**src/hdl/bbp_pkg.sv**
```systemverilog
// constants, types and tables shared by the boolean bit processor
// What this block does
// - set, clear, invert of carry alone: one opcode byte, one cycle
// - addressed set, clear, invert: opcode plus bit address byte, one cycle
// - copy addressed bit into carry: two bytes, one cycle
// - copy carry into addressed bit: two bytes, two cycles
// - carry becomes carry AND addressed bit: two bytes, two cycles
// - carry becomes carry OR addressed bit: two bytes, two cycles
// - inverted-operand AND/OR variants leave addressed bit unchanged: two bytes, two cycles
// - branch on carry / no carry: opcode plus displacement, two cycles always
// - branch on bit set / clear: three bytes, two cycles
// - branch on bit set then clear it in same instruction: three bytes, two cycles
// - signed 8-bit displacement added to address of next instruction
// - carry is the one-bit accumulator; 128 general flag bits exist
// - all 32 port pins individually addressable as input, output or both
// - 51 further bits control and report cpu, timer, serial, interrupt
// - only defined bit addresses need exist; others read zero
// - bit addresses 0..127 map onto flag bytes 20H..2FH, lsb first
// - addresses 80H..0FFH: upper five bits pick register, lower three bit
package bbp_pkg;

   // *****************************************
   // opcode byte encoding
   // *****************************************
   localparam logic [7:0] OPC_SET_C = 8'h01;
   localparam logic [7:0] OPC_CLR_C = 8'h02;
   localparam logic [7:0] OPC_INV_C = 8'h03;
   localparam logic [7:0] OPC_SET_BIT = 8'h11;
   localparam logic [7:0] OPC_CLR_BIT = 8'h12;
   localparam logic [7:0] OPC_INV_BIT = 8'h13;
   localparam logic [7:0] OPC_BIT_TO_C = 8'h14;
   localparam logic [7:0] OPC_C_TO_BIT = 8'h15;
   localparam logic [7:0] OPC_AND_C = 8'h16;
   localparam logic [7:0] OPC_ANDN_C = 8'h17;
   localparam logic [7:0] OPC_OR_C = 8'h18;
   localparam logic [7:0] OPC_ORN_C = 8'h19;
   localparam logic [7:0] OPC_BR_C = 8'h21;
   localparam logic [7:0] OPC_BR_NC = 8'h22;
   localparam logic [7:0] OPC_BR_SET = 8'h31;
   localparam logic [7:0] OPC_BR_CLR = 8'h32;
   localparam logic [7:0] OPC_BR_SET_CLR = 8'h33;

   // *****************************************
   // lengths, cycle counts, storage layout
   // *****************************************
   localparam logic [1:0] LEN_1 = 2'd1;
   localparam logic [1:0] LEN_2 = 2'd2;
   localparam logic [1:0] LEN_3 = 2'd3;
   localparam logic [1:0] CYC_1 = 2'd1;
   localparam logic [1:0] CYC_2 = 2'd2;
   localparam int NUM_SLOTS = 32;
   localparam int NUM_PORTS = 4;
   localparam logic [4:0] SLOT_PSW = 5'd26;
   localparam logic [2:0] POS_CARRY = 3'd7;
   localparam logic [4:0] SLOT_TCON = 5'd17;
   localparam logic [4:0] SLOT_SCON = 5'd19;
   localparam logic [4:0] SLOT_IE = 5'd21;
   localparam logic [4:0] SLOT_IP = 5'd23;
   localparam logic [4:0] SLOT_ACC = 5'd28;
   localparam logic [4:0] SLOT_B = 5'd30;

   // slot 0..15 flag bytes, 16..31 special registers 80H..F8H in steps of 8
   localparam logic [NUM_SLOTS-1:0][7:0] SLOT_MASK = {
      8'h00, 8'hFF, 8'h00, 8'hFF, 8'h00, 8'hFF, 8'h00, 8'h00,
      8'h1F, 8'hFF, 8'h9F, 8'hFF, 8'hFF, 8'hFF, 8'hFF, 8'hFF,
      {16{8'hFF}}};
   localparam logic [NUM_SLOTS-1:0][7:0] SLOT_RESET = {
      8'h00, 8'h00, 8'h00, 8'h00, 8'h00, 8'h00, 8'h00, 8'h00,
      8'h00, 8'hFF, 8'h00, 8'hFF, 8'h00, 8'hFF, 8'h00, 8'hFF,
      {16{8'h00}}};

   // *****************************************
   // types
   // *****************************************
   typedef enum logic [3:0] {
      K_NOP, K_SET, K_CLR, K_INV, K_BIT_TO_C, K_C_TO_BIT, K_AND, K_ANDN, K_OR, K_ORN,
      K_BR_C, K_BR_NC, K_BR_SET, K_BR_CLR, K_BR_SET_CLR
   } bbp_kind_t;

   typedef struct packed {
      bbp_kind_t kind;
      logic on_carry;
      logic illegal;
      logic [1:0] len;
      logic [1:0] cycles;
   } bbp_dec_t;

   typedef struct packed {
      logic [7:0] opcode;
      logic [7:0] bit_addr;
      logic [7:0] disp;
      logic [15:0] next_pc;
   } bbp_instr_t;

   typedef struct packed {
      logic taken;
      logic illegal;
      logic [1:0] len;
      logic [15:0] target;
   } bbp_result_t;

   typedef struct packed {
      logic [7:0] tcon;
      logic [7:0] scon;
   } bbp_status_t;

   typedef struct packed {
      logic [7:0] psw;
      logic [7:0] acc;
      logic [7:0] b;
      logic [7:0] tcon;
      logic [7:0] scon;
      logic [7:0] ie;
      logic [7:0] ip;
   } bbp_ctrl_t;

endpackage : bbp_pkg

```
**src/hdl/bbp_top.sv**
```systemverilog
// boolean bit processor: decode, bit storage, carry logic and branch target
module bbp_top (
   // clock and reset
   input wire logic i_clk,
   input wire logic i_rst,
   // instruction issue
   input wire logic i_issue,
   input wire bbp_pkg::bbp_instr_t i_instr,
   output logic o_ready,
   // instruction completion
   output logic o_done,
   output bbp_pkg::bbp_result_t o_result,
   // hardware status set pulses, same clock
   input wire bbp_pkg::bbp_status_t i_status_set,
   // register bits seen by the rest of the core
   output bbp_pkg::bbp_ctrl_t o_ctrl,
   output logic o_carry,
   // port pins, open drain with pull-up outside
   input wire logic [31:0] i_pin,
   output logic [31:0] o_pin,
   output logic [31:0] o_pin_oe
);

   // *****************************************
   // decode
   // *****************************************
   function automatic bbp_pkg::bbp_dec_t decode(input logic [7:0] opc);
      bbp_pkg::bbp_dec_t d;
      d = '{kind: bbp_pkg::K_NOP, on_carry: 1'b0, illegal: 1'b0, len: bbp_pkg::LEN_1,
            cycles: bbp_pkg::CYC_1};
      case (opc)
         bbp_pkg::OPC_SET_C: begin
            d.kind = bbp_pkg::K_SET;
            d.on_carry = 1'b1;
         end
         bbp_pkg::OPC_CLR_C: begin
            d.kind = bbp_pkg::K_CLR;
            d.on_carry = 1'b1;
         end
         bbp_pkg::OPC_INV_C: begin
            d.kind = bbp_pkg::K_INV;
            d.on_carry = 1'b1;
         end
         bbp_pkg::OPC_SET_BIT: begin
            d.kind = bbp_pkg::K_SET;
            d.len = bbp_pkg::LEN_2;
         end
         bbp_pkg::OPC_CLR_BIT: begin
            d.kind = bbp_pkg::K_CLR;
            d.len = bbp_pkg::LEN_2;
         end
         bbp_pkg::OPC_INV_BIT: begin
            d.kind = bbp_pkg::K_INV;
            d.len = bbp_pkg::LEN_2;
         end
         bbp_pkg::OPC_BIT_TO_C: begin
            d.kind = bbp_pkg::K_BIT_TO_C;
            d.len = bbp_pkg::LEN_2;
         end
         bbp_pkg::OPC_C_TO_BIT: begin
            d.kind = bbp_pkg::K_C_TO_BIT;
            d.len = bbp_pkg::LEN_2;
            d.cycles = bbp_pkg::CYC_2;
         end
         bbp_pkg::OPC_AND_C: begin
            d.kind = bbp_pkg::K_AND;
            d.len = bbp_pkg::LEN_2;
            d.cycles = bbp_pkg::CYC_2;
         end
         bbp_pkg::OPC_OR_C: begin
            d.kind = bbp_pkg::K_OR;
            d.len = bbp_pkg::LEN_2;
            d.cycles = bbp_pkg::CYC_2;
         end
         bbp_pkg::OPC_ANDN_C: begin
            d.kind = bbp_pkg::K_ANDN;
            d.len = bbp_pkg::LEN_2;
            d.cycles = bbp_pkg::CYC_2;
         end
         bbp_pkg::OPC_ORN_C: begin
            d.kind = bbp_pkg::K_ORN;
            d.len = bbp_pkg::LEN_2;
            d.cycles = bbp_pkg::CYC_2;
         end
         bbp_pkg::OPC_BR_C: begin
            d.kind = bbp_pkg::K_BR_C;
            d.len = bbp_pkg::LEN_2;
            d.cycles = bbp_pkg::CYC_2;
         end
         bbp_pkg::OPC_BR_NC: begin
            d.kind = bbp_pkg::K_BR_NC;
            d.len = bbp_pkg::LEN_2;
            d.cycles = bbp_pkg::CYC_2;
         end
         bbp_pkg::OPC_BR_SET: begin
            d.kind = bbp_pkg::K_BR_SET;
            d.len = bbp_pkg::LEN_3;
            d.cycles = bbp_pkg::CYC_2;
         end
         bbp_pkg::OPC_BR_CLR: begin
            d.kind = bbp_pkg::K_BR_CLR;
            d.len = bbp_pkg::LEN_3;
            d.cycles = bbp_pkg::CYC_2;
         end
         bbp_pkg::OPC_BR_SET_CLR: begin
            d.kind = bbp_pkg::K_BR_SET_CLR;
            d.len = bbp_pkg::LEN_3;
            d.cycles = bbp_pkg::CYC_2;
         end
         default: begin
            d.illegal = 1'b1;
         end
      endcase
      return d;
   endfunction

   // bit address to storage slot: low half flag bytes, high half registers
   function automatic logic [4:0] slot_of(input logic [7:0] addr);
      return {addr[7], addr[6:3]};
   endfunction

   // ports sit at the even register slots 80H, 90H, A0H, B0H
   function automatic logic is_port(input logic [4:0] slot);
      return slot[4] && !slot[3] && !slot[0];
   endfunction

   // *****************************************
   // pin synchronisers
   // *****************************************
   logic [31:0] pin_s1_r;
   logic [31:0] pin_s2_r;

   always_ff @(posedge i_clk or posedge i_rst) begin
      if (i_rst) begin
         pin_s1_r <= 32'hFFFF_FFFF;
         pin_s2_r <= 32'hFFFF_FFFF;
      end else begin
         pin_s1_r <= i_pin;
         pin_s2_r <= pin_s1_r;
      end
   end

   // *****************************************
   // sequencing and storage
   // *****************************************
   typedef enum logic {ST_IDLE, ST_EXEC2} bbp_state_t;

   bbp_state_t state_r, state_nxt;
   bbp_pkg::bbp_instr_t held_r, held_nxt;
   logic [bbp_pkg::NUM_SLOTS-1:0][7:0] mem_r, mem_nxt;
   logic done_r, done_nxt;
   bbp_pkg::bbp_result_t res_r, res_nxt;

   bbp_pkg::bbp_instr_t cur;
   bbp_pkg::bbp_dec_t dec;
   logic exec;
   logic [4:0] slot;
   logic [2:0] pos;
   logic [7:0] pin_byte;
   logic [7:0] op_latch;
   logic op_test;
   logic carry;
   logic bit_wr;
   logic bit_val;
   logic new_carry;
   logic br;
   logic [15:0] disp_ext;

   // one instruction at a time: a two-cycle op blocks the issue port for one edge
   assign o_ready = (state_r == ST_IDLE);

   always_comb begin
      cur = (state_r == ST_EXEC2) ? held_r : i_instr;
      dec = decode(cur.opcode);
      slot = slot_of(cur.bit_addr);
      pos = cur.bit_addr[2:0];
      pin_byte = pin_s2_r[8 * slot[2:1] +: 8];
      // tests of a port look at the pin, except the set-clear branch; writes modify the latch
      op_latch = mem_r[slot] & bbp_pkg::SLOT_MASK[slot];
      op_test = is_port(slot) ? pin_byte[pos] : op_latch[pos];
      carry = mem_r[bbp_pkg::SLOT_PSW][bbp_pkg::POS_CARRY];
      exec = (state_r == ST_EXEC2) || (i_issue && dec.cycles == bbp_pkg::CYC_1);
      disp_ext = {{8{cur.disp[7]}}, cur.disp};
      state_nxt = state_r;
      held_nxt = held_r;
      mem_nxt = mem_r;
      done_nxt = 1'b0;
      res_nxt = res_r;
      bit_wr = 1'b0;
      bit_val = 1'b0;
      new_carry = carry;
      br = 1'b0;
      case (state_r)
         ST_IDLE: begin
            if (i_issue && dec.cycles == bbp_pkg::CYC_2) begin
               held_nxt = i_instr;
               state_nxt = ST_EXEC2;
            end
         end
         ST_EXEC2: begin
            state_nxt = ST_IDLE;
         end
         default: begin
            state_nxt = ST_IDLE;
         end
      endcase
      if (exec) begin
         case (dec.kind)
            bbp_pkg::K_SET: begin
               if (dec.on_carry) new_carry = 1'b1;
               else begin
                  bit_wr = 1'b1;
                  bit_val = 1'b1;
               end
            end
            bbp_pkg::K_CLR: begin
               if (dec.on_carry) new_carry = 1'b0;
               else begin
                  bit_wr = 1'b1;
                  bit_val = 1'b0;
               end
            end
            bbp_pkg::K_INV: begin
               if (dec.on_carry) new_carry = !carry;
               else begin
                  bit_wr = 1'b1;
                  bit_val = !op_latch[pos];
               end
            end
            bbp_pkg::K_BIT_TO_C: new_carry = op_test;
            bbp_pkg::K_C_TO_BIT: begin
               bit_wr = 1'b1;
               bit_val = carry;
            end
            bbp_pkg::K_AND: new_carry = carry & op_test;
            bbp_pkg::K_OR: new_carry = carry | op_test;
            bbp_pkg::K_ANDN: new_carry = carry & !op_test;
            bbp_pkg::K_ORN: new_carry = carry | !op_test;
            bbp_pkg::K_BR_C: br = carry;
            bbp_pkg::K_BR_NC: br = !carry;
            bbp_pkg::K_BR_SET: br = op_test;
            bbp_pkg::K_BR_CLR: br = !op_test;
            bbp_pkg::K_BR_SET_CLR: begin
               // decide on the latch, as the same byte is rewritten
               br = op_latch[pos];
               bit_wr = op_latch[pos];
               bit_val = 1'b0;
            end
            default: br = 1'b0;
         endcase
         // only the selected bit of the byte changes
         if (bit_wr) mem_nxt[slot][pos] = bit_val;
         mem_nxt[bbp_pkg::SLOT_PSW][bbp_pkg::POS_CARRY] =
            (bit_wr && slot == bbp_pkg::SLOT_PSW && pos == bbp_pkg::POS_CARRY) ? bit_val : new_carry;
         done_nxt = 1'b1;
         res_nxt.taken = br;
         res_nxt.illegal = dec.illegal;
         res_nxt.len = dec.len;
         res_nxt.target = cur.next_pc + disp_ext;
      end
      // peripheral sets land after the instruction write: set wins
      mem_nxt[bbp_pkg::SLOT_TCON] = mem_nxt[bbp_pkg::SLOT_TCON] | i_status_set.tcon;
      mem_nxt[bbp_pkg::SLOT_SCON] = mem_nxt[bbp_pkg::SLOT_SCON] | i_status_set.scon;
      // unimplemented positions never hold a one
      for (int s = 0; s < bbp_pkg::NUM_SLOTS; s++) begin
         mem_nxt[s] = mem_nxt[s] & bbp_pkg::SLOT_MASK[s];
      end
   end

   always_ff @(posedge i_clk or posedge i_rst) begin
      if (i_rst) begin
         state_r <= ST_IDLE;
         held_r <= '0;
         mem_r <= bbp_pkg::SLOT_RESET;
         done_r <= 1'b0;
         res_r <= '0;
      end else begin
         state_r <= state_nxt;
         held_r <= held_nxt;
         mem_r <= mem_nxt;
         done_r <= done_nxt;
         res_r <= res_nxt;
      end
   end

   // *****************************************
   // outputs
   // *****************************************
   assign o_done = done_r;
   assign o_result = res_r;
   assign o_carry = mem_r[bbp_pkg::SLOT_PSW][bbp_pkg::POS_CARRY];
   assign o_ctrl.psw = mem_r[bbp_pkg::SLOT_PSW];
   assign o_ctrl.acc = mem_r[bbp_pkg::SLOT_ACC];
   assign o_ctrl.b = mem_r[bbp_pkg::SLOT_B];
   assign o_ctrl.tcon = mem_r[bbp_pkg::SLOT_TCON];
   assign o_ctrl.scon = mem_r[bbp_pkg::SLOT_SCON];
   assign o_ctrl.ie = mem_r[bbp_pkg::SLOT_IE];
   assign o_ctrl.ip = mem_r[bbp_pkg::SLOT_IP];

   // open drain: a latch zero pulls the pin low, a one releases it
   for (genvar p = 0; p < bbp_pkg::NUM_PORTS; p++) begin : g_port
      assign o_pin[8*p +: 8] = 8'h00;
      assign o_pin_oe[8*p +: 8] = ~mem_r[16 + 2*p];
   end

endmodule // bbp_top

```
**config.mk**
```make
export PLATFORM = sky130hd
export DESIGN_NAME = bbp_top
export DESIGN_NICKNAME = d
export VERILOG_FILES = /design/src/hdl/bbp_pkg.sv /design/src/hdl/bbp_top.sv
export SDC_FILE = /design/constraint.sdc
export NUM_CORES = 1
export LEC_CHECK = 0
export BUFFER_PORTS_ARGS = -buffer_cell sky130_fd_sc_hd__buf_2
export CORE_AREA = 2 2 189 191
export DETAILED_ROUTE_END_ITERATION = 6
export DIE_AREA = 0 0 191 193
export GPL_TIMING_DRIVEN = 0
export PLACE_DENSITY = 0.76
export SYNTH_ARGS = -nofsm -noshare
export SYNTH_HDL_FRONTEND = slang
export SYNTH_SLANG_ARGS = --single-unit
```
**constraint.sdc**
```tcl
create_clock -name i_clk -period 12.2 [get_ports i_clk]
set_clock_uncertainty 0.05 [all_clocks]
set_input_delay 2.44 -clock i_clk [delete_from_list [all_inputs] [get_ports i_clk]]
set_output_delay 2.44 -clock i_clk [all_outputs]
set_load 0.05 [all_outputs]
```
==> impl_results.rst, run 1 <==
.. list-table::
   :header-rows: 1

   * - Metric
     - Value
   * - Run status
     - complete, no violations
   * - Sum Neg Setup Slack
     - 0 ns
   * - Number of hold-slack violations in the final timing report
     - 0
   * - Minimum clock period
     - 7.166 ns
   * - Cell-by-cell trace of the critical path
     - buf_2 > buf_2 > nor3_1 > nor2_1 > clkbuf_1 > o22ai_1 > o21a_1 > nor4_1 > a211o_1 > a31oi_4 > a21oi_1 > clkbuf_1 > clkbuf_1 > a31oi_1
   * - IO Count
     - 234
   * - Post CTS Setup Buffer Count
     - 0
   * - Via count of the routed design
     - 15890
   * - Die outline height
     - 193 um
   * - Arr. time, crit path
     - 7.49 ns
   * - Most used standard cells in the synthesized netlist
     - dfrtp_1, a31oi_1, mux2_2
   * - Most frequent cell after synthesis
     - dfrtp_1
   * - Clock latency on the worst-skew pair
     - 0.56 ns
   * - Syn Area/Cell
     - 10.47 um2
   * - Syn-to-layout area delta
     - 16.50%
   * - Worst endpoint required time
     - 12.53 ns
   * - Worst path bufs/invs
     - 5
   * - Netlist Area Pre-Place
     - 18300 um2
   * - Worst hold-check path type
     - register to register
   * - Slew at the pin with the worst max-slew slack
     - 1.322 ns
   * - Longest individual stage delay on the worst path
     - 0.77 ns
   * - Fraction of layout instances using a drive strength above 1
     - 32.34%
   * - Synth top area cells
     - dfrtp_1, dfstp_2, mux2_2
   * - Prevailing post-synth register cell
     - dfrtp_1
   * - Slew HR
     - 9.361%
   * - Setup repair after global routing missed its margin
     - no
   * - Root Driver
     - clkbuf_16
   * - Worst hold-check slack
     - 0.3008 ns
   * - Remaining number of nets flagged by the antenna check after routing
     - 0
   * - Static leakage
     - 9.351 nW
   * - Number of non-filler instances in the completed layout
     - 2513
   * - Count of maximum capacitance violations
     - 0
   * - Maximum buffer depth of the clock tree
     - 3
   * - PostCTS Resize Cnt
     - 0
   * - Dominant delay contributor by cell family on the critical path
     - buffers and inverters
   * - Final setup violation count
     - 0
   * - Final weighted congestion of routability-driven global placement
     - 1.004
   * - Worst-path fanout max
     - 10
   * - Gate count after technology mapping
     - 1748
   * - Residual DRC count
     - 0
   * - Total overflow reported by the global router
     - 0
   * - Category of the critical setup timing path
     - input port to register
   * - Max H-tree Level
     - 2
   * - Number of global-route vias before repair
     - 15490
   * - TritonCTS clock tree
     - done
   * - Cell total after placement
     - 2443
   * - Starting utilization of the core area
     - 52.32%
   * - Routed via count divided by cell count
     - 6.324
   * - Row cnt
     - 69
   * - Total iterations of the first detailed-routing run
     - 6
   * - Power density over the cells
     - 133.9 nW/um2
   * - Worst setup SP type
     - input port
   * - Number of violations reported at the end of detailed-routing iteration 0
     - 1729
   * - Initial antenna violation count
     - 3
   * - Number of hold buffers added after cts
     - 0
   * - Master of the slowest instance on the critical path
     - nor2_1
   * - Clock transition at the register clock pins on the worst setup and hold paths after CTS
     - 0.06 ns
   * - Flip-flop and latch count after synthesis
     - 337
   * - Highest achievable clock rate
     - 0.1396 GHz
   * - Final slew viol count
     - 0
   * - Yosys cell types
     - 89
   * - Number of synthesized flops with an enable pin
     - 0
   * - Kind of capture point of the worst setup path
     - register
   * - GRT Resource Usage Total
     - 33.61%
   * - PnR worst setup slack
     - 5.034 ns
   * - Port Buffer Count
     - 195
   * - Count of clock tree sinks
     - 337
   * - Critical Path Most Common Cell
     - clkbuf_1
   * - Total Die Area
     - 36860 um2
   * - Wire length of the first global-routing pass
     - 93.12 mm
   * - Warning count from the yosys run
     - 0
   * - Fraction of the cycle the final worst path needs
     - 58.73%
   * - Hpwl dp
     - 44.37 mm
   * - Post-Place Worst Slack
     - 4.824 ns
   * - Number of buffers created by CTS
     - 37
   * - Width of the die
     - 191 um
   * - Placeable core area
     - 34960 um2
   * - Aggregate routed wire length
     - 61.70 mm
   * - Worst IR Drop VDD
     - 0.00009010 V
   * - Average wire per cell in the routed design
     - 24.55 um
   * - Maximum number of pins on one net before global-route repair
     - 118
   * - Portion of the post-synthesis area used by sequential elements
     - 46.75%
   * - Final layout net count
     - 2128
   * - Synth async-reset ratio
     - 100.0%
   * - Proportion of netlist area held by the largest area contributor
     - 32.96%
   * - Cell type with the largest total area after synthesis
     - dfrtp_1
-- routing by layer --
layer / part of all wire [%] / routed length, um / vias to the layer above / global-route usage (%)
li1: - / - / 6892 / -
met1: 39 / 24120 / 7854 / 44.45
met2: 45 / 28000 / 943 / 52.01
met3: 11 / 6542 / 203 / 8.452
met4: 4.9 / 3035 / 0 / 16.13
met5: 0 / 0 / - / 0
-- path summary, 6_finish.rpt --
check,startpoint,slack (ns),depth (start not counted),end
max reg2reg,state_r$_DFF_PP0_,6.43,15,mem_r[107]$_DFFE_PP0P_
max,i_instr[28],5.03,14,mem_r[107]$_DFFE_PP0P_
min in group asynchronous,i_rst,2.11,2,pin_s2_r[24]$_DFF_PP1_
min reg2reg,pin_s1_r[1]$_DFF_PP1_,0.30,0,pin_s2_r[1]$_DFF_PP1_
max in group asynchronous,i_rst,8.54,5,mem_r[128]$_DFFE_PP1P_
min,pin_s1_r[1]$_DFF_PP1_,0.30,0,pin_s2_r[1]$_DFF_PP1_
-- placed cells by master (no fill, tap or decap), drive strengths merged, types with 19 or more instances in the layout --
| cell type | n |
|---|---|
| nand2 | 110 |
| mux2 | 149 |
| nor2 | 102 |
| a31oi | 171 |
| clkbuf | 119 |
| o22ai | 19 |
| dfrtp | 241 |
| a21oi | 85 |
| buf | 341 |
| dfstp | 96 |
| nor3 | 114 |
| conb | 37 |
| inv | 57 |
| nand3 | 28 |
| mux2i | 66 |
| o21ai | 27 |
-- report_power, final --
group,total [W],switching [W],internal [W]
clock,0.00115,0.000486,0.000662
sequential,0.00124,0.0000451,0.00120
combinational,0.000466,0.000318,0.000148
total,0.00285,0.000849,0.00201
-- sequential cells by signal, indices dropped and copies added, names as in the netlist --
signal	cells
mem_r	160
o_ctrl	50
held_r	40
pin_s1_r	32
pin_s2_r	32
o_result	20
o_carry	1
o_done	1
state_r	1
-- worst register-to-register path: stages, from the launching register on --
cell	delay (ns)
dfrtp_1	0.34
buf_6	0.14
buf_6	0.15
buf_6	0.18
nor3_1	0.16
nor2_1	0.77
clkbuf_1	0.73
o22ai_1	0.28
o21a_1	0.24
nor4_1	0.36
a211o_1	0.23
a31oi_4	0.15
a21oi_1	0.27
clkbuf_1	0.68
clkbuf_1	0.65
a31oi_1	0.21
-- logic make-up after synthesis --
kind of cell	Yosys count	synth area share (%)
compound gates	431	15.63
xor+xnor	11	0.5266
fa+ha+maj	16	1.135
buf+inv	269	8.077
flops	337	46.75
mux	233	15.21
other cells	1	0.02050
simple gates	450	12.65
-- final cells by class --
type / count / area, um2
clock buffer: 48 / 1017
timing repair buffer: 198 / 1059
fill: 2944 / 13650
sequential: 337 / 8553
tap: 461 / 576.8
antenna: 2 / 5.005
multi-input combinational: 1178 / 8399
clock inverter: 20 / 217.7
inverter: 55 / 214.0
buffer: 214 / 1271
-- metrics by stage --
stage	power [W]	util (%)	instance area, um2
after global placement	0.001698	57.15	19980
final	0.002854	60.96	21310
after CTS	0.002856	60.94	21310
after floorplan	0.001575	-	18430
after detailed placement	0.001715	57.41	20070
after global routing	0.002950	60.96	21310
Power figures use the tool's default switching activity.
==> run 2, diff against run 1 <==
--- a/config.mk
+++ b/config.mk
@@ -6,9 +6,9 @@
 export NUM_CORES = 1
 export LEC_CHECK = 0
 export BUFFER_PORTS_ARGS = -buffer_cell sky130_fd_sc_hd__buf_2
-export CORE_AREA = 2 2 189 191
+export CORE_AREA = 2 2 186 188
 export DETAILED_ROUTE_END_ITERATION = 6
-export DIE_AREA = 0 0 191 193
+export DIE_AREA = 0 0 188 190
 export GPL_TIMING_DRIVEN = 0
 export PLACE_DENSITY = 0.76
 export SYNTH_ARGS = -nofsm -noshare
==> constraint.sdc (replaced) <==
create_clock -name i_clk -period 6.75 [get_ports i_clk]
set_clock_uncertainty 0.05 [all_clocks]
set_input_delay 1.35 -clock i_clk [delete_from_list [all_inputs] [get_ports i_clk]]
set_output_delay 1.35 -clock i_clk [all_outputs]
set_load 0.05 [all_outputs]
==> impl_results.rst, run 2 (synthesis results as in run 1) <==
.. list-table::
   :header-rows: 1

   * - Metric
     - Value
   * - Worst setup SP type
     - input port (unchanged)
   * - Root Driver
     - clkbuf_16 (unchanged)
   * - Placeable core area
     - 33950 um2 (was 34960 um2)
   * - Final layout net count
     - 2135 (was 2128)
   * - Number of violations reported at the end of detailed-routing iteration 0
     - 2026 (was 1729)
   * - Number of flip-flops under the largest register name
     - 160 (unchanged)
   * - Aggregate routed wire length
     - 61.30 mm (was 61.70 mm)
   * - Total iterations of the first detailed-routing run
     - 6 (unchanged)
   * - Cell-by-cell trace of the critical path
     - buf_2 > buf_2 > mux2i_1 > buf_4 > mux2i_1 > a31oi_1 > a2111o_1 > nor4b_1 > or4_4 > a31oi_4 > a21oi_1 > clkbuf_1 > clkbuf_1 > a31oi_1 (was buf_2 > buf_2 > nor3_1 > nor2_1 > clkbuf_1 > o22ai_1 > o21a_1 > nor4_1 > a211o_1 > a31oi_4 > a21oi_1 > clkbuf_1 > clkbuf_1 > a31oi_1)
   * - Area after detailed placement
     - 20170 um2 (was 20070 um2)
   * - Master of the slowest instance on the critical path
     - mux2i_1 (was nor2_1)
   * - Worst endpoint required time
     - 7.07 ns (was 12.53 ns)
   * - Syn-to-layout area delta
     - 17.11% (was 16.50%)
   * - Die outline height
     - 190 um (was 193 um)
   * - Starting utilization of the core area
     - 53.89% (was 52.32%)
   * - Static leakage
     - 9.389 nW (was 9.351 nW)
   * - Number of global-route vias before repair
     - 15940 (was 15490)
   * - Minimum clock period
     - 6.310 ns
   * - Worst hold-check slack
     - 0.2972 ns (was 0.3008 ns)
   * - Wire length of the first global-routing pass
     - 93.00 mm (was 93.12 mm)
   * - Final weighted congestion of routability-driven global placement
     - 1.037 (was 1.004)
   * - Width of the die
     - 188 um (was 191 um)
   * - Category of the critical setup timing path
     - input port to register (unchanged)
   * - Clock transition at the register clock pins on the worst setup and hold paths after CTS
     - 0.06 ns (about the same)
   * - Residual DRC count
     - 0 (unchanged)
   * - Source of the worst register-to-register timing path
     - state_r$_DFF_PP0_ (unchanged)
   * - Final slew viol count
     - 0 (unchanged)
   * - Maximum number of pins on one net before global-route repair
     - 43 (was 118)
   * - Worst IR Drop VDD
     - 0.0002340 V (was 0.00009010 V)
   * - IO Count
     - 234 (unchanged)
   * - PostCTS Resize Cnt
     - 0 (unchanged)
   * - Count of maximum capacitance violations
     - 0 (unchanged)
   * - Power density over the cells
     - 243.0 nW/um2 (was 133.9 nW/um2)
   * - Total overflow reported by the global router
     - 0 (unchanged)
   * - Row cnt
     - 68 (was 69)
   * - Count of clock tree sinks
     - 337 (unchanged)
   * - Initial antenna violation count
     - 1 (was 3)
   * - Remaining number of nets flagged by the antenna check after routing
     - 0 (unchanged)
   * - Maximum buffer depth of the clock tree
     - 3 (unchanged)
   * - Setup repair after global routing missed its margin
     - no (unchanged)
   * - Dominant delay contributor by cell family on the critical path
     - buffers and inverters (unchanged)
   * - Total Die Area
     - 35720 um2 (was 36860 um2)
   * - Design Area, Final
     - 21430 um2 (was 21310 um2)
   * - Post-route total power
     - 0.005207 W (was 0.002854 W)
   * - Start point of the worst hold path
     - pin_s1_r[13]$_DFF_PP1_ (was pin_s1_r[1]$_DFF_PP1_)
   * - Number of hold buffers added after cts
     - 0 (unchanged)
   * - Max H-tree Level
     - 2 (unchanged)
   * - Fraction of the cycle the final worst path needs
     - 93.48%
   * - Post CTS Setup Buffer Count
     - 0 (unchanged)
   * - Longest individual stage delay on the worst path
     - 0.80 ns (was 0.77 ns)
   * - Worst-path fanout max
     - 10 (unchanged)
   * - Number of buffers created by CTS
     - 38 (was 37)
   * - Final setup violation count
     - 0 (unchanged)
   * - Most frequent cells in the layout
     - dfrtp_1, buf_2, a31oi_1 (unchanged)
   * - Arr. time, crit path
     - 6.63 ns (was 7.49 ns)
   * - Reg with most FFs
     - mem_r (unchanged)
   * - Commonest non-fill, non-tap cell in the layout
     - dfrtp_1 (unchanged)
   * - Core Util, Final
     - 63.11% (was 60.96%)
   * - Run status
     - complete, no violations (unchanged)
   * - GRT Resource Usage Total
     - 34.02% (was 33.61%)
   * - Highest achievable clock rate
     - 0.1585 GHz
   * - Slew at the pin with the worst max-slew slack
     - 1.209 ns (was 1.322 ns)
   * - Kind of capture point of the worst setup path
     - register (unchanged)
   * - Worst hold-check path type
     - register to register (unchanged)
   * - Number of hold-slack violations in the final timing report
     - 0 (unchanged)
   * - TritonCTS clock tree
     - done (unchanged)
   * - Port Buffer Count
     - 195 (unchanged)
   * - Average wire per cell in the routed design
     - 24.38 um (was 24.55 um)
   * - CP Launch Point
     - i_instr[28] (unchanged)
   * - Slew HR
     - 19.37% (was 9.361%)
   * - Fraction of layout instances using a drive strength above 1
     - 32.12% (was 32.34%)
   * - Worst path bufs/invs
     - 5 (unchanged)
   * - Clock latency on the worst-skew pair
     - 0.54 ns (was 0.56 ns)
   * - Via count of the routed design
     - 16120 (was 15890)
   * - Hpwl dp
     - 44.26 mm (was 44.37 mm)
   * - Routed via count divided by cell count
     - 6.412 (was 6.324)
-- run 2: worst paths after layout --
check / endpoint / slack [ns] / cells after the start
max: mem_r[107]$_DFFE_PP0P_ / 0.44 / 14
min: pin_s2_r[13]$_DFF_PP1_ / 0.30 / 0
max reg2reg: mem_r[107]$_DFFE_PP0P_ / 0.85 / 14
min reg2reg: pin_s2_r[13]$_DFF_PP1_ / 0.30 / 0
max in group asynchronous: mem_r[132]$_DFFE_PP1P_ / 4.36 / 6
min in group asynchronous: o_result[19]$_DFFE_PP0N_ / 0.87 / 2
-- run 2: where the power goes --
group          total [W]  leakage, nW  switching [W]  internal, W
Combinational   0.000848         4.63       0.000575     0.000273
Sequential       0.00224         4.15      0.0000820      0.00216
Clock            0.00211        0.611       0.000860      0.00125
-- run 2: layer usage --
metal | GRT usage, % | wire length, um
met3 | 9.611 | 7255
met5 | 0 | 0
met2 | 54.22 | 27830
met1 | 42.63 | 22860
met4 | 17.08 | 3357
-- run 2: per-stage QoR --
stage | worst slack (ns) | TNS [ns] | instances
floorplan | 0.9238 | 0 | 1784
global placement | -0.9478 | -224.05 | 2434
detailed placement | 0.3784 | 0 | 2443
CTS | 0.9456 | 0 | 2513
global route | 0.6387 | 0 | 2514
finish | 0.4404 | 0 | 2514
-- run 2: cell type report --
cell class / count / area [um2]
Multi-Input combinational cell: 1178 / 8399
Clock inverter: 13 / 192.7
Tap cell: 455 / 569.3
Antenna cell: 1 / 2.502
Fill cell: 2723 / 12520
Buffer: 214 / 1271
Clock buffer: 57 / 1064
Inverter: 55 / 210.2
Sequential cell: 337 / 8553
Timing Repair Buffer: 204 / 1164
-- run 2: worst register-to-register path: cells and delay by family (launching register included) --
kind            cells  cell delay [ns]
compound gates      5             1.07
mux                 2             1.31
buf+inv             5             2.06
flops               1             0.34
simple gates        2             0.90
==> run 3, diff against run 2 <==
--- a/config.mk
+++ b/config.mk
@@ -5,12 +5,13 @@
 export SDC_FILE = /design/constraint.sdc
 export NUM_CORES = 1
 export LEC_CHECK = 0
+export ABC_AREA = 1
 export BUFFER_PORTS_ARGS = -buffer_cell sky130_fd_sc_hd__buf_2
-export CORE_AREA = 2 2 186 188
+export CORE_AREA = 2 2 188 190
 export DETAILED_ROUTE_END_ITERATION = 6
-export DIE_AREA = 0 0 188 190
+export DIE_AREA = 0 0 190 192
 export GPL_TIMING_DRIVEN = 0
-export PLACE_DENSITY = 0.76
+export PLACE_DENSITY = 0.75
 export SYNTH_ARGS = -nofsm -noshare
 export SYNTH_HDL_FRONTEND = slang
 export SYNTH_SLANG_ARGS = --single-unit
==> impl_results.rst, run 3 <==
.. list-table::
   :header-rows: 1

   * - Metric
     - Value
   * - Hpwl dp
     - 47.81 mm (was 44.26 mm)
   * - Area occupied by multi-input gates
     - 7994 um2 (was 8399 um2)
   * - Slew HR
     - 22.15% (was 19.37%)
   * - Maximum buffer depth of the clock tree
     - 3 (unchanged)
   * - Clock transition at the register clock pins on the worst setup and hold paths after CTS
     - 0.06 ns (about the same)
   * - Prevailing post-synth register cell
     - dfrtp_1 (unchanged)
   * - Aggregate routed wire length
     - 64.44 mm (was 61.30 mm)
   * - Synth top area cells
     - dfrtp_1, nand2_1, dfstp_2 (was dfrtp_1, dfstp_2, mux2_2)
   * - Design Area, Final
     - 21880 um2 (was 21430 um2)
   * - Reg with most FFs
     - mem_r (unchanged)
   * - Internal power
     - 0.003664 W (was 0.003690 W)
   * - Cell total after placement
     - 3199 (was 2443)
   * - Number of non-filler instances in the completed layout
     - 3271 (was 2514)
   * - Row cnt
     - 68 (unchanged)
   * - Run status
     - complete, no violations (unchanged)
   * - Port Buffer Count
     - 196 (was 195)
   * - PostCTS Resize Cnt
     - 0 (unchanged)
   * - Remaining number of nets flagged by the antenna check after routing
     - 0 (unchanged)
   * - Flip-flop and latch count after synthesis
     - 337 (unchanged)
   * - Synth async-reset ratio
     - 100.0% (unchanged)
   * - Count of clock tree sinks
     - 337 (unchanged)
   * - Syn-to-layout area delta
     - 17.14% (was 17.11%)
   * - Kind of capture point of the worst setup path
     - register (unchanged)
   * - Starting utilization of the core area
     - 54.48% (was 53.89%)
   * - Netlist Area Pre-Place
     - 18680 um2 (was 18300 um2)
   * - Gate count after technology mapping
     - 2502 (was 1748)
   * - Placeable core area
     - 34290 um2 (was 33950 um2)
   * - Minimum clock period
     - 4.762 ns (was 6.310 ns)
   * - Number of buffers created by CTS
     - 39 (was 38)
   * - Power density over the cells
     - 238.6 nW/um2 (was 243.0 nW/um2)
   * - Static leakage
     - 11.73 nW (was 9.389 nW)
   * - Post-Synth Simple-Gate Area
     - 30.01% (was 12.65%)
   * - Net Sw Power
     - 0.001558 W (was 0.001517 W)
   * - Post CTS Setup Buffer Count
     - 0 (unchanged)
   * - Worst IR Drop VDD
     - 0.0002536 V (was 0.0002340 V)
   * - Count of maximum capacitance violations
     - 0 (unchanged)
   * - Worst endpoint required time
     - 7.14 ns (was 7.07 ns)
   * - Portion of total power attributed to combinational logic
     - 15.2% (was 16.3%)
   * - Switching power share of the total
     - 29.83% (was 29.14%)
   * - Final slew viol count
     - 0 (unchanged)
   * - Share of the synthesized netlist area taken by xor and xnor gates
     - 0.5157% (was 0.5266%)
   * - Number of hold-slack violations in the final timing report
     - 0 (unchanged)
   * - Number of violations reported at the end of detailed-routing iteration 0
     - 1700 (was 2026)
   * - Max H-tree Level
     - 2 (unchanged)
   * - Average wire per cell in the routed design
     - 19.70 um (was 24.38 um)
   * - Highest achievable clock rate
     - 0.2100 GHz (was 0.1585 GHz)
   * - Maximum number of pins on one net before global-route repair
     - 46 (was 43)
   * - Post-synthesis compound-gate area fraction
     - 10.30% (was 15.63%)
   * - Proportion of netlist area held by the largest area contributor
     - 32.28% (was 32.96%)
   * - Yosys cell types
     - 49 (was 89)
   * - Number of global-route vias before repair
     - 17220 (was 15940)
   * - Wire length of the first global-routing pass
     - 98.38 mm (was 93.00 mm)
   * - Final setup violation count
     - 0 (unchanged)
   * - Slew at the pin with the worst max-slew slack
     - 1.156 ns (was 1.209 ns)
   * - Total Die Area
     - 36480 um2 (was 35720 um2)
   * - Worst setup SP type
     - input port (unchanged)
   * - Worst hold-check path type
     - register to register (unchanged)
   * - Number of synthesized flops with an enable pin
     - 0 (unchanged)
   * - IO Count
     - 234 (unchanged)
   * - Warning count from the yosys run
     - 0 (unchanged)
   * - Flop pwr share
     - 42.8% (was 43.1%)
   * - Number of hold buffers added after cts
     - 0 (unchanged)
   * - TritonCTS clock tree
     - done (unchanged)
   * - Combinational family with the most area after synthesis
     - simple AND/OR/NAND/NOR gates (was compound AO/OA/AOI/OAI gates)
   * - Setup repair after global routing missed its margin
     - no (unchanged)
   * - Sequential Area
     - 8553 um2 (unchanged)
   * - Cell type with the largest total area after synthesis
     - dfrtp_1 (unchanged)
   * - Most frequent cells in the layout
     - nand2_1, nor2_1, inv_1 (was dfrtp_1, buf_2, a31oi_1)
   * - Syn Area/Cell
     - 7.466 um2 (was 10.47 um2)
   * - Most used standard cells in the synthesized netlist
     - nand2_1, nor2_1, inv_1 (was dfrtp_1, a31oi_1, mux2_2)
   * - Number of filler instances in the final layout
     - 3069 (was 2723)
   * - Part of the total power dissipated in the clock network
     - 42.0% (was 40.6%)
   * - Total iterations of the first detailed-routing run
     - 6 (unchanged)
   * - Number of flip-flops under the largest register name
     - 160 (unchanged)
   * - Portion of the post-synthesis area used by sequential elements
     - 45.79% (was 46.75%)
   * - Area after detailed placement
     - 20560 um2 (was 20170 um2)
   * - Category of the critical setup timing path
     - input port to register (unchanged)
   * - Final layout net count
     - 2892 (was 2135)
   * - Commonest non-fill, non-tap cell in the layout
     - nand2_1 (was dfrtp_1)
   * - Adder and majority gate portion of the synthesized area
     - 1.112% (was 1.135%)
   * - Root Driver
     - clkbuf_16 (unchanged)
   * - Fraction of layout instances using a drive strength above 1
     - 21.28% (was 32.12%)
   * - Arr. time, crit path
     - 5.16 ns (was 6.63 ns)
   * - Final weighted congestion of routability-driven global placement
     - 1.031 (was 1.037)
   * - Most frequent cell after synthesis
     - nand2_1 (was dfrtp_1)
   * - Via count of the routed design
     - 17920 (was 16120)
   * - Total overflow reported by the global router
     - 0 (unchanged)
   * - Initial antenna violation count
     - 1 (unchanged)
   * - Width of the die
     - 190 um (was 188 um)
   * - Clock latency on the worst-skew pair
     - 0.57 ns (was 0.54 ns)
   * - Multiplexer area fraction after synthesis
     - 0.1139% (was 15.21%)
   * - Routed via count divided by cell count
     - 5.479 (was 6.412)
   * - GRT Resource Usage Total
     - 35.84% (was 34.02%)
   * - Fraction of the cycle the final worst path needs
     - 70.55% (was 93.48%)
   * - Worst-path fanout max
     - 10 (unchanged)
   * - Die outline height
     - 192 um (was 190 um)
   * - Residual DRC count
     - 0 (unchanged)
-- run 3: cell count changes in the layout (fill, tap and decap cells not counted), sizes merged, moves of 99 or more --
cell	delta
nand2	+640
nor2	+263
inv	+214
a31oi	-170
mux2	-148
o21ai	+106
nor3	-104
nand3	+99
-- run 3: per-stage QoR --
| stage | hold WS [ns] | TNS (ns) | power [W] | utilization (%) | setup slack (ns) |
|---|---|---|---|---|---|
| final | 0.3034 | 0 | 0.005222 | 63.82 | 1.988 |
| after global routing | 0.3077 | 0 | 0.005392 | 63.81 | 1.776 |
| after CTS | 0.3023 | 0 | 0.005222 | 63.81 | 2.226 |
| after detailed placement | 0.2968 | 0 | 0.003046 | 59.97 | 1.621 |
| after global placement | 0.2958 | -253.01 | 0.003016 | 59.41 | -1.100 |
| after floorplan | 0.2952 | 0 | 0.002787 | - | 0.9238 |
-- run 3: cell type report --
type,instances,area share [%]
tap,455,2.602
antenna,1,0.01144
buffer,206,5.775
multi-input combinational,1728,36.53
sequential,337,39.09
timing repair buffer,206,5.358
clock buffer,51,5.089
inverter,267,4.609
clock inverter,20,0.9377
-- run 3: final timing paths --
kind	slack, ns	cells after the start	end	start
worst max-delay path	1.99	23	mem_r[119]$_DFFE_PP0P_	i_instr[27]
worst min-delay path	0.30	0	pin_s2_r[15]$_DFF_PP1_	pin_s1_r[15]$_DFF_PP1_
worst max register to register	2.22	25	o_result[14]$_DFFE_PP0N_	state_r$_DFF_PP0_
worst min register to register	0.30	0	pin_s2_r[15]$_DFF_PP1_	pin_s1_r[15]$_DFF_PP1_
max in group asynchronous	4.82	4	pin_s1_r[11]$_DFF_PP1_	i_rst
min in group asynchronous	0.85	2	o_ctrl[0]$_DFFE_PP0P_	i_rst
-- run 3: cell families (layout without fill, tap and decap cells) --
group | Yosys count | in the layout
adders and majority gates | 16 | 16
and+or+nand+nor | 1312 | 1312
xor gates and xnor gates | 11 | 11
muxes | 2 | 2
DFF | 337 | 337
other | 1 | 38
AOI/OAI and AO/OA | 350 | 350
buffers and inverters | 473 | 750
-- run 3: layer usage --
layer  GRT usage [%]  share of wire [%]
met5               0                  0
met4           22.06                6.5
met3           5.701                8.3
met2           58.87                 47
met1           44.55                 39
-- run 3: power by group through the flow --
stage,registers (W),logic [W],clock network (W)
2_1_floorplan,0.00235,0.000439,0
3_3_place_gp,0.00226,0.000753,0
3_5_place_dp,0.00227,0.000781,0
4_1_cts,0.00223,0.000783,0.00220
5_1_grt,0.00225,0.000859,0.00228
6_report,0.00223,0.000793,0.00219
-- run 3: worst max-delay path, stage by stage --
cell      delay [ns]
buf_2           0.09
inv_1           0.05
nand2_1         0.07
nand2_2         0.24
nand2_1         0.43
buf_2           0.49
nor2_1          0.08
nor2_1          0.10
nand2_1         0.06
nand2_1         0.14
nand2_1         0.07
nor2_1          0.16
nand2_1         0.12
nand3_1         0.10
nand3_1         0.18
nand2_1         0.18
nor2_1          0.05
nand2_1         0.08
nand3b_2        0.25
buf_2           0.34
buf_2           0.30
nand3_1         0.16
nand2_1         0.07
